--- config.mk ---
export PLATFORM = sky130hd
export DESIGN_NAME = phy_basic_mode_control
export DESIGN_NICKNAME = d
export VERILOG_FILES = /design/src/rtl/phy_mgmt_pkg.sv /design/src/rtl/mdio_frame.sv /design/src/rtl/mii_gate.sv /design/src/rtl/phy_basic_mode_control.sv
export SDC_FILE = /design/constraint.sdc
export NUM_CORES = 1
export LEC_CHECK = 0
export BUFFER_PORTS_ARGS = -buffer_cell sky130_fd_sc_hd__buf_4
export CORE_UTILIZATION = 38
export DETAILED_ROUTE_END_ITERATION = 12
export GPL_TIMING_DRIVEN = 0
export HOLD_SLACK_MARGIN = 0.08
export PLACE_DENSITY = 0.58
export SYNTH_ARGS = -nofsm -noshare
export SYNTH_HDL_FRONTEND = slang
export SYNTH_HIERARCHICAL = 1
export SYNTH_SLANG_ARGS = --single-unit
--- constraint.sdc ---
create_clock -name mclk -period 2.6 [get_ports mclk]
set_input_delay 0.39 -clock mclk [delete_from_list [all_inputs] [get_ports mclk]]
set_output_delay 0.39 -clock mclk [all_outputs]
set_load 0.03 [all_outputs]
--- src/rtl/phy_mgmt_pkg.sv ---
/*
 * Constants shared by the management register block: register numbers,
 * control bit positions, defaults, frame layout and timing.
 * Assumes a 10 MHz mclk.
 */
`default_nettype none
package phy_mgmt_pkg;
	// register numbers
	localparam logic [4:0] REG_BMC = 5'h00;
	localparam logic [4:0] REG_LPA = 5'h05;
	localparam logic [4:0] REG_ANX = 5'h06;
	localparam logic [4:0] REG_VCS = 5'h11;
	localparam int VREG_N = 7;
	localparam logic [4:0] VREG_ADDR [VREG_N] = '{
		5'h10, 5'h11, 5'h12, 5'h13, 5'h14, 5'h1b, 5'h1d};
	// control bit positions
	localparam int B_RESET = 15;
	localparam int B_LOOP = 14;
	localparam int B_SPEED = 13;
	localparam int B_ANEN = 12;
	localparam int B_PDOWN = 11;
	localparam int B_ISO = 10;
	localparam int B_RESTART = 9;
	localparam int B_DUPLEX = 8;
	localparam int B_COLTEST = 7;
	// phy address field in the vendor status register
	localparam int ADDR_LSB = 4;
	localparam int ADDR_MSB = 8;
	// control defaults
	localparam logic DEF_LOOP = 1'b0;
	localparam logic DEF_SPEED = 1'b1;
	localparam logic DEF_ANEN = 1'b1;
	localparam logic DEF_PDOWN = 1'b0;
	localparam logic DEF_ISO = 1'b0;
	localparam logic DEF_DUPLEX = 1'b1;
	localparam logic DEF_COLTEST = 1'b0;
	localparam logic [15:0] VREG_DEF = 16'h0000;
	// management frame layout
	localparam logic [5:0] PRE_BITS = 6'h20;
	localparam logic [5:0] HDR_LAST = 6'h0b;
	localparam logic [5:0] DATA_LAST = 6'h0f;
	localparam logic [1:0] OP_READ = 2'h2;
	localparam logic [1:0] OP_WRITE = 2'h1;
	// timing
	localparam int CLK_HZ = 10_000_000;
	localparam int DEAD_MS = 1300;
	localparam int DEAD_CYCLES = DEAD_MS * (CLK_HZ / 1000);
	localparam logic [4:0] SRST_CYCLES = 5'h10;
	typedef enum logic [2:0] {sPre, sStart, sHdr, sTa, sData} mdio_state_t;
endpackage
`default_nettype wire

--- src/rtl/mdio_frame.sv ---
/*
 * Serial management frame engine: decodes read and write frames and
 * drives read data back. Assumes mdc is much slower than mclk.
 */
`default_nettype none
module mdio_frame (
	input wire logic        mclk,
	input wire logic        srst,
	input wire logic        clkEn,
	input wire logic        mdc,
	input wire logic        mdioIn,
	input wire logic [4:0]  phyAddr,
	input wire logic [15:0] rdData,
	output logic            mdioOut,
	output logic            mdioOe,
	output logic [4:0]      regAddr,
	output logic [15:0]     wrData,
	output logic            wrStrobe
);
	import phy_mgmt_pkg::*;
	logic mdcMeta_q, mdcSync_q, mdcLast_q, dMeta_q, dSync_q;
	logic [5:0] cnt_q;
	logic [11:0] hdr_q, hdrNext;
	logic [15:0] shift_q;
	logic isRead_q, isWrite_q;
	mdio_state_t state_q;
	logic rise;

	// both pins pass two flops before any use
	always_ff @(posedge mclk) begin
		if (srst) begin
			{mdcMeta_q, mdcSync_q, mdcLast_q} <= 3'h0;
			{dMeta_q, dSync_q} <= 2'h0;
		end else if (clkEn) begin
			mdcMeta_q <= mdc;
			mdcSync_q <= mdcMeta_q;
			mdcLast_q <= mdcSync_q;
			dMeta_q <= mdioIn;
			dSync_q <= dMeta_q;
		end
	end
	assign rise = mdcSync_q & ~mdcLast_q;
	assign hdrNext = {hdr_q[10:0], dSync_q};

	always_ff @(posedge mclk) begin
		if (srst) begin
			state_q <= sPre;
			cnt_q <= 6'h0;
			hdr_q <= 12'h0;
			shift_q <= 16'h0;
			{isRead_q, isWrite_q} <= 2'h0;
			{mdioOut, mdioOe, wrStrobe} <= 3'h0;
			regAddr <= 5'h00;
			wrData <= 16'h0000;
		end else if (clkEn) begin
			wrStrobe <= 1'b0;
			if (rise) begin
				unique case (state_q)
					sPre: begin
						if (dSync_q) begin
							if (cnt_q != PRE_BITS)
								cnt_q <= cnt_q + 6'h1;
						end else begin
							if (cnt_q == PRE_BITS)
								state_q <= sStart;
							cnt_q <= 6'h0;
						end
					end
					sStart: begin
						state_q <= dSync_q ? sHdr : sPre;
					end
					sHdr: begin
						hdr_q <= hdrNext;
						cnt_q <= cnt_q + 6'h1;
						if (cnt_q == HDR_LAST) begin
							state_q <= sTa;
							cnt_q <= 6'h0;
							regAddr <= hdrNext[4:0];
							isRead_q <= hdrNext[11:10] == OP_READ && hdrNext[9:5] == phyAddr;
							isWrite_q <= hdrNext[11:10] == OP_WRITE && hdrNext[9:5] == phyAddr;
						end
					end
					sTa: begin
						cnt_q <= cnt_q + 6'h1;
						if (cnt_q == 6'h0) begin
							// second turnaround bit driven low
							mdioOe <= isRead_q;
							mdioOut <= 1'b0;
							shift_q <= rdData;
						end else begin
							state_q <= sData;
							cnt_q <= 6'h0;
							mdioOut <= isRead_q & shift_q[15];
							shift_q <= {shift_q[14:0], 1'b0};
						end
					end
					sData: begin
						cnt_q <= cnt_q + 6'h1;
						if (isRead_q) begin
							mdioOut <= shift_q[15];
							shift_q <= {shift_q[14:0], 1'b0};
						end else begin
							shift_q <= {shift_q[14:0], dSync_q};
						end
						if (cnt_q == DATA_LAST) begin
							state_q <= sPre;
							cnt_q <= 6'h0;
							mdioOe <= 1'b0;
							mdioOut <= 1'b0;
							wrStrobe <= isWrite_q;
							wrData <= {shift_q[14:0], dSync_q};
						end
					end
				endcase
			end
		end
	end
endmodule
`default_nettype wire

--- src/rtl/mii_gate.sv ---
/*
 * MII side gating: isolate, power-down, loopback and collision test.
 * Assumes the core side signals are on mclk; MAC pins are not.
 */
`default_nettype none
module mii_gate (
	input wire logic       mclk,
	input wire logic       srst,
	input wire logic       clkEn,
	input wire logic       isolate,
	input wire logic       powerDown,
	input wire logic       loopback,
	input wire logic       collisionTest,
	input wire logic       deadTime,
	input wire logic       txEnPin,
	input wire logic       txErPin,
	input wire logic [3:0] txdPin,
	input wire logic       coreTxClk,
	input wire logic       coreRxClk,
	input wire logic       coreRxDv,
	input wire logic       coreRxEr,
	input wire logic [3:0] coreRxd,
	input wire logic       coreCol,
	input wire logic       coreCrs,
	output logic           coreTxEn,
	output logic           coreTxEr,
	output logic [3:0]     coreTxd,
	output logic [9:0]     miiPins,
	output logic           miiOe
);
	logic [5:0] txMeta_q, txSync_q;
	logic txEn, txEr, quiet;
	logic [3:0] txd;

	// mac pins are synchronised before use
	always_ff @(posedge mclk) begin
		if (srst) begin
			txMeta_q <= 6'h00;
			txSync_q <= 6'h00;
		end else if (clkEn) begin
			txMeta_q <= {txEnPin, txErPin, txdPin};
			txSync_q <= txMeta_q;
		end
	end
	assign {txEn, txEr, txd} = txSync_q;
	// power-down holds everything still instead of letting it chatter
	assign quiet = isolate | powerDown;

	always_ff @(posedge mclk) begin
		if (srst) begin
			{coreTxEn, coreTxEr, coreTxd} <= 6'h00;
		end else if (clkEn) begin
			{coreTxEn, coreTxEr, coreTxd} <= quiet ? 6'h00 : txSync_q;
		end
	end

	// pins: txclk, rxclk, rxdv, rxer, rxd[3:0], col, crs
	always_ff @(posedge mclk) begin
		if (srst) begin
			miiPins <= 10'h000;
			miiOe <= 1'b0;
		end else if (clkEn) begin
			miiOe <= ~isolate;
			if (powerDown) begin
				miiPins <= 10'h000;
			end else if (loopback) begin
				miiPins <= {coreTxClk, coreRxClk, txEn & ~deadTime, txEr & ~deadTime,
					deadTime ? 4'h0 : txd, collisionTest & txEn, txEn};
			end else begin
				miiPins <= {coreTxClk, coreRxClk, coreRxDv, coreRxEr, coreRxd,
					collisionTest ? txEn : coreCol, coreCrs};
			end
		end
	end
endmodule
`default_nettype wire

--- src/rtl/phy_basic_mode_control.sv ---
/*
 * Management register set of a 10/100 PHY around the basic mode control
 * register, reached over serial management frames.
 * Assumes the negotiator and data core run on mclk; mdc, mdio, straps and
 * MAC transmit pins are asynchronous.
 */
// Function
// - bit 15 resets all registers to defaults, reads one while busy.
// - bit 14 enables loopback, default zero.
// - loopback at 100 Mbps blanks receive data up to 1300 ms.
// - bit 13 selects 100 or 10 Mbps, default one.
// - with negotiation on, speed reads the negotiated result.
// - bit 12 enables negotiation, default one; speed and duplex follow it.
// - bit 11 powers down; management still answers.
// - no spurious MII transitions entering or during power-down.
// - bit 10 isolates: transmit inputs ignored, outputs tri-stated.
// - isolated device still answers management frames.
// - bit 9 restarts negotiation, reads one until negotiation starts.
// - restart has no effect with negotiation disabled.
// - writing restart zero never disturbs running negotiation.
// - bit 8 full duplex, default one; negotiated value while enabled.
// - strap fields capture pins at reset; permanent fields are fixed.
// - bit 7 collision test; bits 6:0 reserved, read zero.
`default_nettype none
module phy_basic_mode_control #(
	parameter int DEAD_CNT = phy_mgmt_pkg::DEAD_CYCLES
) (
	input wire logic        mclk,
	input wire logic        srst,
	input wire logic        clkEn,
	input wire logic        mdc,
	input wire logic        mdioIn,
	output logic            mdioOut,
	output logic            mdioOe,
	input wire logic [4:0]  phyAddrStrap,
	input wire logic        anegSpeed100,
	input wire logic        anegFullDuplex,
	input wire logic        anegStarted,
	input wire logic [15:0] lpAbility,
	input wire logic [15:0] anegExpansion,
	output logic            anegEnable,
	output logic            anegRestart,
	output logic            speed100,
	output logic            fullDuplex,
	output logic            loopback,
	output logic            powerDown,
	output logic            isolate,
	output logic            collisionTest,
	input wire logic        txEnPin,
	input wire logic        txErPin,
	input wire logic [3:0]  txdPin,
	input wire logic        coreTxClk,
	input wire logic        coreRxClk,
	input wire logic        coreRxDv,
	input wire logic        coreRxEr,
	input wire logic [3:0]  coreRxd,
	input wire logic        coreCol,
	input wire logic        coreCrs,
	output logic            coreTxEn,
	output logic            coreTxEr,
	output logic [3:0]      coreTxd,
	output logic [9:0]      miiPins,
	output logic            miiOe
);
	import phy_mgmt_pkg::*;

	localparam int DW = $clog2(DEAD_CNT + 1);

	logic [4:0]  regAddr;
	logic [15:0] wrData;
	logic        wrStrobe;
	logic [15:0] rdData;
	logic        wrBmc;
	logic        busy;
	logic        softRst;
	logic        initAll;
	logic        loop_q;
	logic        loopLast_q;
	logic        speed_q;
	logic        anen_q;
	logic        pdown_q;
	logic        iso_q;
	logic        duplex_q;
	logic        coltest_q;
	logic        restart_q;
	logic [4:0]  srstCnt_q;
	logic [4:0]  strapMeta_q;
	logic [4:0]  strapSync_q;
	logic [4:0]  phyAddr_q;
	logic [DW-1:0] dead_q;
	logic        deadNow;
	logic [1:0]  initDly_q;
	logic [15:0] vreg_q [VREG_N];
	logic [VREG_N-1:0] vhit;
	logic [15:0] vrd;

	mdio_frame u_mdio (
		.mclk     (mclk),
		.srst     (srst),
		.clkEn    (clkEn),
		.mdc      (mdc),
		.mdioIn   (mdioIn),
		.phyAddr  (phyAddr_q),
		.rdData   (rdData),
		.mdioOut  (mdioOut),
		.mdioOe   (mdioOe),
		.regAddr  (regAddr),
		.wrData   (wrData),
		.wrStrobe (wrStrobe)
	);

	mii_gate u_mii (
		.mclk          (mclk),
		.srst          (srst),
		.clkEn         (clkEn),
		.isolate       (iso_q),
		.powerDown     (pdown_q),
		.loopback      (loop_q),
		.collisionTest (coltest_q),
		.deadTime      (deadNow),
		.txEnPin       (txEnPin),
		.txErPin       (txErPin),
		.txdPin        (txdPin),
		.coreTxClk     (coreTxClk),
		.coreRxClk     (coreRxClk),
		.coreRxDv      (coreRxDv),
		.coreRxEr      (coreRxEr),
		.coreRxd       (coreRxd),
		.coreCol       (coreCol),
		.coreCrs       (coreCrs),
		.coreTxEn      (coreTxEn),
		.coreTxEr      (coreTxEr),
		.coreTxd       (coreTxd),
		.miiPins       (miiPins),
		.miiOe         (miiOe)
	);

	// writes during the soft reset window are dropped, so the
	// register set comes out of it in a known state
	assign busy = srstCnt_q != 5'h00;
	assign wrBmc = wrStrobe && regAddr == REG_BMC && !busy;
	assign softRst = clkEn && wrBmc && wrData[B_RESET];
	assign initAll = srst || softRst;

	always_ff @(posedge mclk) begin
		if (srst) begin
			srstCnt_q <= 5'h00;
		end else if (softRst) begin
			srstCnt_q <= SRST_CYCLES;
		end else if (clkEn && busy) begin
			srstCnt_q <= srstCnt_q - 5'h01;
		end
	end

	always_ff @(posedge mclk) begin
		if (initAll) begin
			loop_q <= DEF_LOOP;
			speed_q <= DEF_SPEED;
			anen_q <= DEF_ANEN;
			pdown_q <= DEF_PDOWN;
			iso_q <= DEF_ISO;
			duplex_q <= DEF_DUPLEX;
			coltest_q <= DEF_COLTEST;
		end else if (clkEn && wrBmc) begin
			loop_q <= wrData[B_LOOP];
			speed_q <= wrData[B_SPEED];
			anen_q <= wrData[B_ANEN];
			pdown_q <= wrData[B_PDOWN];
			iso_q <= wrData[B_ISO];
			duplex_q <= wrData[B_DUPLEX];
			coltest_q <= wrData[B_COLTEST];
		end
	end

	always_ff @(posedge mclk) begin
		if (initAll) begin
			restart_q <= 1'b0;
		end else if (clkEn) begin
			if (wrBmc && wrData[B_RESTART] && wrData[B_ANEN]) begin
				restart_q <= 1'b1; // set wins over a same-cycle start
			end else if (anegStarted || !anen_q) begin
				restart_q <= 1'b0;
			end
		end
	end

	always_ff @(posedge mclk) begin
		if (clkEn || srst) begin
			strapMeta_q <= phyAddrStrap;
			strapSync_q <= strapMeta_q;
		end
	end
	// a short reset ends before the strap pair is full, so the capture
	// goes on loading until initAll has passed both stages
	always_ff @(posedge mclk) begin
		if (clkEn || initAll) begin
			initDly_q <= {initDly_q[0], initAll};
		end
	end
	always_ff @(posedge mclk) begin
		if (initAll || (clkEn && initDly_q != 2'h0)) begin
			phyAddr_q <= strapSync_q; // pins must be steady through reset
		end
	end

	// the entry cycle counts as dead too, before the counter is
	// loaded, so not one looped beat leaks out at 100 Mbps
	assign deadNow = dead_q != '0 || (loop_q && !loopLast_q && speed100);

	always_ff @(posedge mclk) begin
		if (initAll) begin
			dead_q <= '0;
			loopLast_q <= 1'b0;
		end else if (clkEn) begin
			loopLast_q <= loop_q;
			if (!loop_q) begin
				dead_q <= '0;
			end else if (!loopLast_q && speed100) begin
				dead_q <= DW'(DEAD_CNT);
			end else if (dead_q != '0) begin
				dead_q <= dead_q - DW'(1);
			end
		end
	end

	// vendor registers: plain storage, one entry per number
	generate
		for (genvar i = 0; i < VREG_N; i++) begin : g_vreg
			assign vhit[i] = regAddr == VREG_ADDR[i];
			always_ff @(posedge mclk) begin
				if (initAll) begin
					vreg_q[i] <= VREG_DEF;
				end else if (clkEn && wrStrobe && vhit[i] && !busy) begin
					vreg_q[i] <= wrData;
				end
			end
		end
	endgenerate

	always_comb begin
		vrd = 16'h0000;
		for (int i = 0; i < VREG_N; i++) begin
			if (vhit[i])
				vrd = vreg_q[i];
		end
	end

	assign speed100 = anen_q ? anegSpeed100 : speed_q;
	assign fullDuplex = anen_q ? anegFullDuplex : duplex_q;
	assign anegEnable = anen_q;
	assign anegRestart = restart_q;
	assign loopback = loop_q;
	assign powerDown = pdown_q;
	assign isolate = iso_q;
	assign collisionTest = coltest_q;

	always_comb begin
		rdData = 16'h0000;
		case (regAddr)
			REG_BMC: begin
				rdData[B_RESET] = busy;
				rdData[B_LOOP] = loop_q;
				rdData[B_SPEED] = speed100;
				rdData[B_ANEN] = anen_q;
				rdData[B_PDOWN] = pdown_q;
				rdData[B_ISO] = iso_q;
				rdData[B_RESTART] = restart_q;
				rdData[B_DUPLEX] = fullDuplex;
				rdData[B_COLTEST] = coltest_q;
			end
			REG_LPA: rdData = lpAbility;
			REG_ANX: rdData = anegExpansion;
			REG_VCS: begin
				rdData = vrd;
				rdData[ADDR_MSB:ADDR_LSB] = phyAddr_q;
			end
			default: rdData = vrd;
		endcase
	end
endmodule
`default_nettype wire

* Word level (Yosys, flattened, before mapping)
Memory sizes are Yosys's and may differ from the RTL's.
Index checks and enable logic that the tools add are counted.
** Storage, ports and cells
- Bits in registers :: 151
- Memory bits (writable) :: 112
- Word-level logic and storage cells :: 225
- Memories :: 1
** Memory list
- vreg_q :: depth 7, width 16, rd ports 7, clocked after memory_dff 0, write ports 7, line phy_basic_mode_control.sv:93 : logic [15:0] vreg_q [VREG_N];
** Cells by class
- Add/sub/neg operators :: 3
- Eq/ne operators :: 29
- Muxes and demuxes :: 79
- Bitwise logic cells :: 16
- Reduce and logical (&&, ||, !) cells :: 58
** Operators with widths (count)
- 16-bit two-way mux :: 15
- 24-bit two-way mux :: 3
- 1-bit two-way mux :: 37
- 6-bit two-way mux :: 6
- 9-bit one-hot mux with 4 select lines :: 1
- 5-bit == test, second input constant :: 7
- 16-bit one-hot mux with 2 select lines :: 1
- 1-bit logical AND :: 28
- 7-bit one-hot mux with 4 select lines :: 1
- 6-bit one-hot mux with 4 select lines :: 1
- 24-bit nonzero test :: 1
- 24-bit by 1-bit subtractor with 24-bit output, second input constant :: 1
- 4-bit AND reduction :: 4
- 3-bit two-way mux :: 5
- 3-bit one-hot mux with 5 select lines :: 1
- 6-bit by 4-bit == test with 1-bit output, second input constant :: 2
- 5-bit by 3-bit == test with 1-bit output, second input constant :: 2
- 10-bit two-way mux :: 1
- 5-bit two-way mux :: 2
- 8-bit two-way mux :: 1
- 2-bit by 1-bit != test with 1-bit output, second input constant :: 4
- 1-bit bitwise OR :: 8
- 2-bit nonzero test :: 4
- 7-bit AND reduction :: 1
- 29 further kinds :: 48

* Depth between registers and ports, before layout
- Word-level depth :: 11
- Depth in mapped cells :: 10

* Hierarchy
The synthesis kept the hierarchy.
** By module, submodules not included
- phy_basic_mode_control :: instances 1, cells each 654, area each 7758.7 sq um, sequential area each 4634.4 sq um
- mdio_frame :: instances 1, cells each 365, area each 3133.0 sq um, sequential area each 1341.3 sq um
- mii_gate :: instances 1, cells each 124, area each 1154.9 sq um, sequential area each 580.6 sq um

* Worst setup path after synthesis
No wires, ideal clock.
- Kind :: reg-to-reg
- Start :: register srstCnt_q[0]
- End :: memory vreg_q[3][0], enable pin
- Data arrival time :: 2.489 ns
- Required time :: 2.189 ns
- Slack :: -0.300 ns
- Cell stages (with the launch flop) :: 7
- Path buffers :: 1
- Path through :: dfxtp_1 -> inv_1 -> ha_1 -> nor4b_1 -> nand3_1 -> clkbuf_1 -> o21ai_0
** RTL lines
- start: declaration :: line phy_basic_mode_control.sv:86 : logic [4:0] srstCnt_q;
- start signal: assignment :: line phy_basic_mode_control.sv:151 : srstCnt_q <= srstCnt_q - 5'h01;
- end: declaration :: line phy_basic_mode_control.sv:93

==> run metrics <==
CTS tree=built; Sw Share=0.237; Nets=1354; layout cell share with drive strength beyond 1=0.202; grt ovf=0; core area=30900 sq um; detailed placement HPWL=23000 um; Die ar.=32400 sq um; Max-slew headroom=0.399; DRC viols=0; register area share after synthesis=0.544; gpl congestion=0.856; port bufs=87; CP Capture Type=flop; diode count=0; Clock power frac=0.412; main flop type after synthesis=dfxtp_1; clk_skew=16.9 ps; Critical Path, Cell by Cell=or3_1 -> nor3_2 -> clkbuf_4 -> a211o_4 -> nor2_4 -> clkbuf_2 -> and2_1; Comb pwr share=0.090; Post-Syn Nets=1209; leakage=5.35 nW; fillers=2889; share of flip-flops with an asynchronous set or reset=0; Tcrit/Tclk final=0.958; MaxCap Viol Count=0; WS Path Type=reg -> reg; synthesized area=12000 sq um; post-synthesis average cell area=10.5 sq um; register-to-register setup slack=110 ps; min-delay worst type=in -> reg; Min Hold Slack=102 ps; Slew Limit Fails=0; # clock sinks=263; Clk Latency, worst-skew pair=550 ps; flops & latches, synth=263; total I/O pin count=88; first-pass GRT wire length=51000 um; Worst Tran Pin Value=892 ps; min cycle time layout=2490 ps; setup violators final=0; worst path arrival time=2790 ps; largest net degree at the start of global routing=17; crit path launch type=flop; Reg power frac=0.498; total routed wirelength=32700 um; Unique masters post-synth=83; Pre-antenna DRT Iters=5; Die X=180 um; Area growth syn-to-layout=21.5%; Synth Instances=1143; CP max-delay cell=or3_1; Max Root-Sink Buffers=3; slowest stage delay, CP=440 ps; height of the chip=180 um; Crit path max-delay family=simple AND/OR/NAND/NOR gates; CTS Buf Count=29; detailed-route via count=9292; Pint=7.08 mW; row count=64; routed len/inst=19.2 um; post-route ant nets=0; power per cell area=634 nW/um^2; vias in the first global route=8938; Clk pin slew, worst setup/hold paths=60 ps; Initial DRC Count=749; Min-Delay Startpoint=txdPin[3]; R2R Path End=vreg_q[3][11]; Req. time, crit path=2900 ps; YS warnings=6; Final Util=0.473; r2r worst-path depth=7; hold path endpoint=u_mii/txMeta_q[3]; htree depth=1; Max VDD drop=0.000474 V; Post-synth EDFFs=129; CP bufs+invs=2; Overall Global Routing Usage=0.199; Hold Vio Cnt, Final=0; net switching power=2.20 mW; Via density=5.45; CTS Root Cell=clkbuf_16; fmax=401 MHz; reg2reg start=u_mdio/regAddr[0]; Starting Density=0.390; initial antenna violation count=0; hold path depth=3; Crit Path Max Fanout=10; status=finished, final reports clean
## layer usage
metal / wire, um / vias up / global-route usage / part of all wire
met5: 0 / - / 0 / 0
li1: - / 4457 / - / -
met3: 1620 / 51 / 0.0289 / 0.050
met4: 758 / 0 / 0.0496 / 0.023
met1: 15100 / 4520 / 0.277 / 0.46
met2: 15200 / 264 / 0.324 / 0.47
## synthesized netlist by cell type, drive strengths merged (6+ instances only)
| master | count | area share |
|---|---|---|
| a21oi | 64 | 0.027 |
| a222oi | 10 | 0.0083 |
| a22o | 7 | 0.0051 |
| a22oi | 18 | 0.011 |
| a311oi | 16 | 0.012 |
| a31oi | 11 | 0.0057 |
| and2 | 115 | 0.060 |
| buf | 25 | 0.015 |
| clkbuf | 44 | 0.014 |
| dfxtp | 134 | 0.22 |
| edfxtp | 129 | 0.32 |
| inv | 15 | 0.0047 |
| mux2i | 39 | 0.032 |
| mux4 | 13 | 0.024 |
| nand2 | 108 | 0.034 |
| nand2b | 13 | 0.0068 |
| nand3 | 42 | 0.017 |
| nand4 | 8 | 0.0042 |
| nor2 | 114 | 0.036 |
| nor2b | 14 | 0.0073 |
| nor3 | 20 | 0.0092 |
| nor4 | 8 | 0.0054 |
| o211ai | 6 | 0.0042 |
| o21ai | 37 | 0.015 |
| o2bb2ai | 6 | 0.0044 |
| or2 | 9 | 0.0047 |
| or3 | 7 | 0.0036 |
| xnor2 | 17 | 0.012 |
## placed cells by master (no fill, tap or decap), drive strengths merged, types with 9 or more instances in the layout
cell type / count
nor3: 20
buf: 130
or2: 9
a311oi: 16
nor2: 114
nand2: 108
clkbuf: 83
nand3: 42
and2: 115
a31oi: 11
a22oi: 18
xnor2: 17
nor2b: 14
mux2i: 39
dfxtp: 134
inv: 15
clkinv: 11
dlygate4sd3: 12
nand2b: 13
mux4: 13
a222oi: 10
edfxtp: 129
o21ai: 37
a21oi: 64
## sequential cells by signal, indices dropped and copies added, names as in the netlist, 6 cells and up
signal / count
vreg_q: 112
dead_q: 24
u_mdio/shift_q: 16
u_mdio/wrData: 16
u_mdio/hdr_q: 11
u_mii/miiPins: 10
u_mdio/cnt_q: 6
u_mii/txMeta_q: 6
u_mii/txSync_q: 6
## how the worst max path moves through the flow
stage	startpoint	to	slack [ps]	cells after the start
2_1_floorplan	srstCnt_q[0]	vreg_q[3][0]	-300	6
3_3_place_gp	srstCnt_q[0]	vreg_q[3][13]	-2110	6
3_5_place_dp	srstCnt_q[0]	vreg_q[3][8]	-930	8
4_1_cts	srstCnt_q[0]	vreg_q[5][6]	-190	6
5_1_grt	u_mdio/regAddr[0]	u_mdio/shift_q[10]	-8	9
6_report	u_mdio/regAddr[0]	vreg_q[3][11]	110	7
## cell type report
| class | count | area (sq um) | share of cell area |
|---|---|---|---|
| repair buffers | 117 | 991 | 0.0677 |
| flip-flops and latches | 263 | 6560 | 0.448 |
| clock buffers | 41 | 812 | 0.0555 |
| plain buffers | 67 | 400 | 0.0274 |
| clock inverters | 12 | 62.6 | 0.00428 |
| multi-input cells | 795 | 5250 | 0.359 |
| well taps | 396 | 495 | 0.0339 |
| inverters | 15 | 56.3 | 0.00385 |
## tightest hold or removal path: cells and delay by family
kind | cells | cell delay [ps]
buffers and inverters | 1 | 80
muxes | 1 | 60
and+or+nand+nor | 1 | 80
## metrics by stage
stage,instance area (sq um),TNS [ps],power [mW],setup slack (ps),std cells
after floorplan,12000,-32850,5.15,-300,1143
after global placement,13200,-316170,5.41,-2110,1626
after detailed placement,13300,-178530,5.43,-932,1630
after CTS,14400,-8570,9.30,-190,1697
after global routing,14600,-16.1,9.61,-8.21,1706
final,14600,0,9.28,109,1706
## logic make-up after synthesis
family,count (synthesis),synth area share
mux,54,0.0586
compound gates,219,0.128
flops,263,0.544
fa+ha+maj,5,0.00519
simple gates,496,0.214
buf+inv,85,0.0346
xor+xnor,21,0.0153
## timing repair
action	in CTS	in global routing
gates resized for setup	44	31
hold buffers	11	0
pin swaps	5	10
buffers inserted	5	10
hold endpoints to repair	11	0
endpoints found under the setup margin	282	240
## power groups by stage
stage / registers [mW] / clock network (mW) / logic [mW]
global route: 4.64 / 4.05 / 0.911
floorplan: 4.70 / 0 / 0.450
detailed placement: 4.70 / 0 / 0.722
global placement: 4.70 / 0 / 0.702
finish: 4.62 / 3.82 / 0.837
CTS: 4.62 / 3.90 / 0.774
No activity file was read; power rests on OpenSTA's default activity.
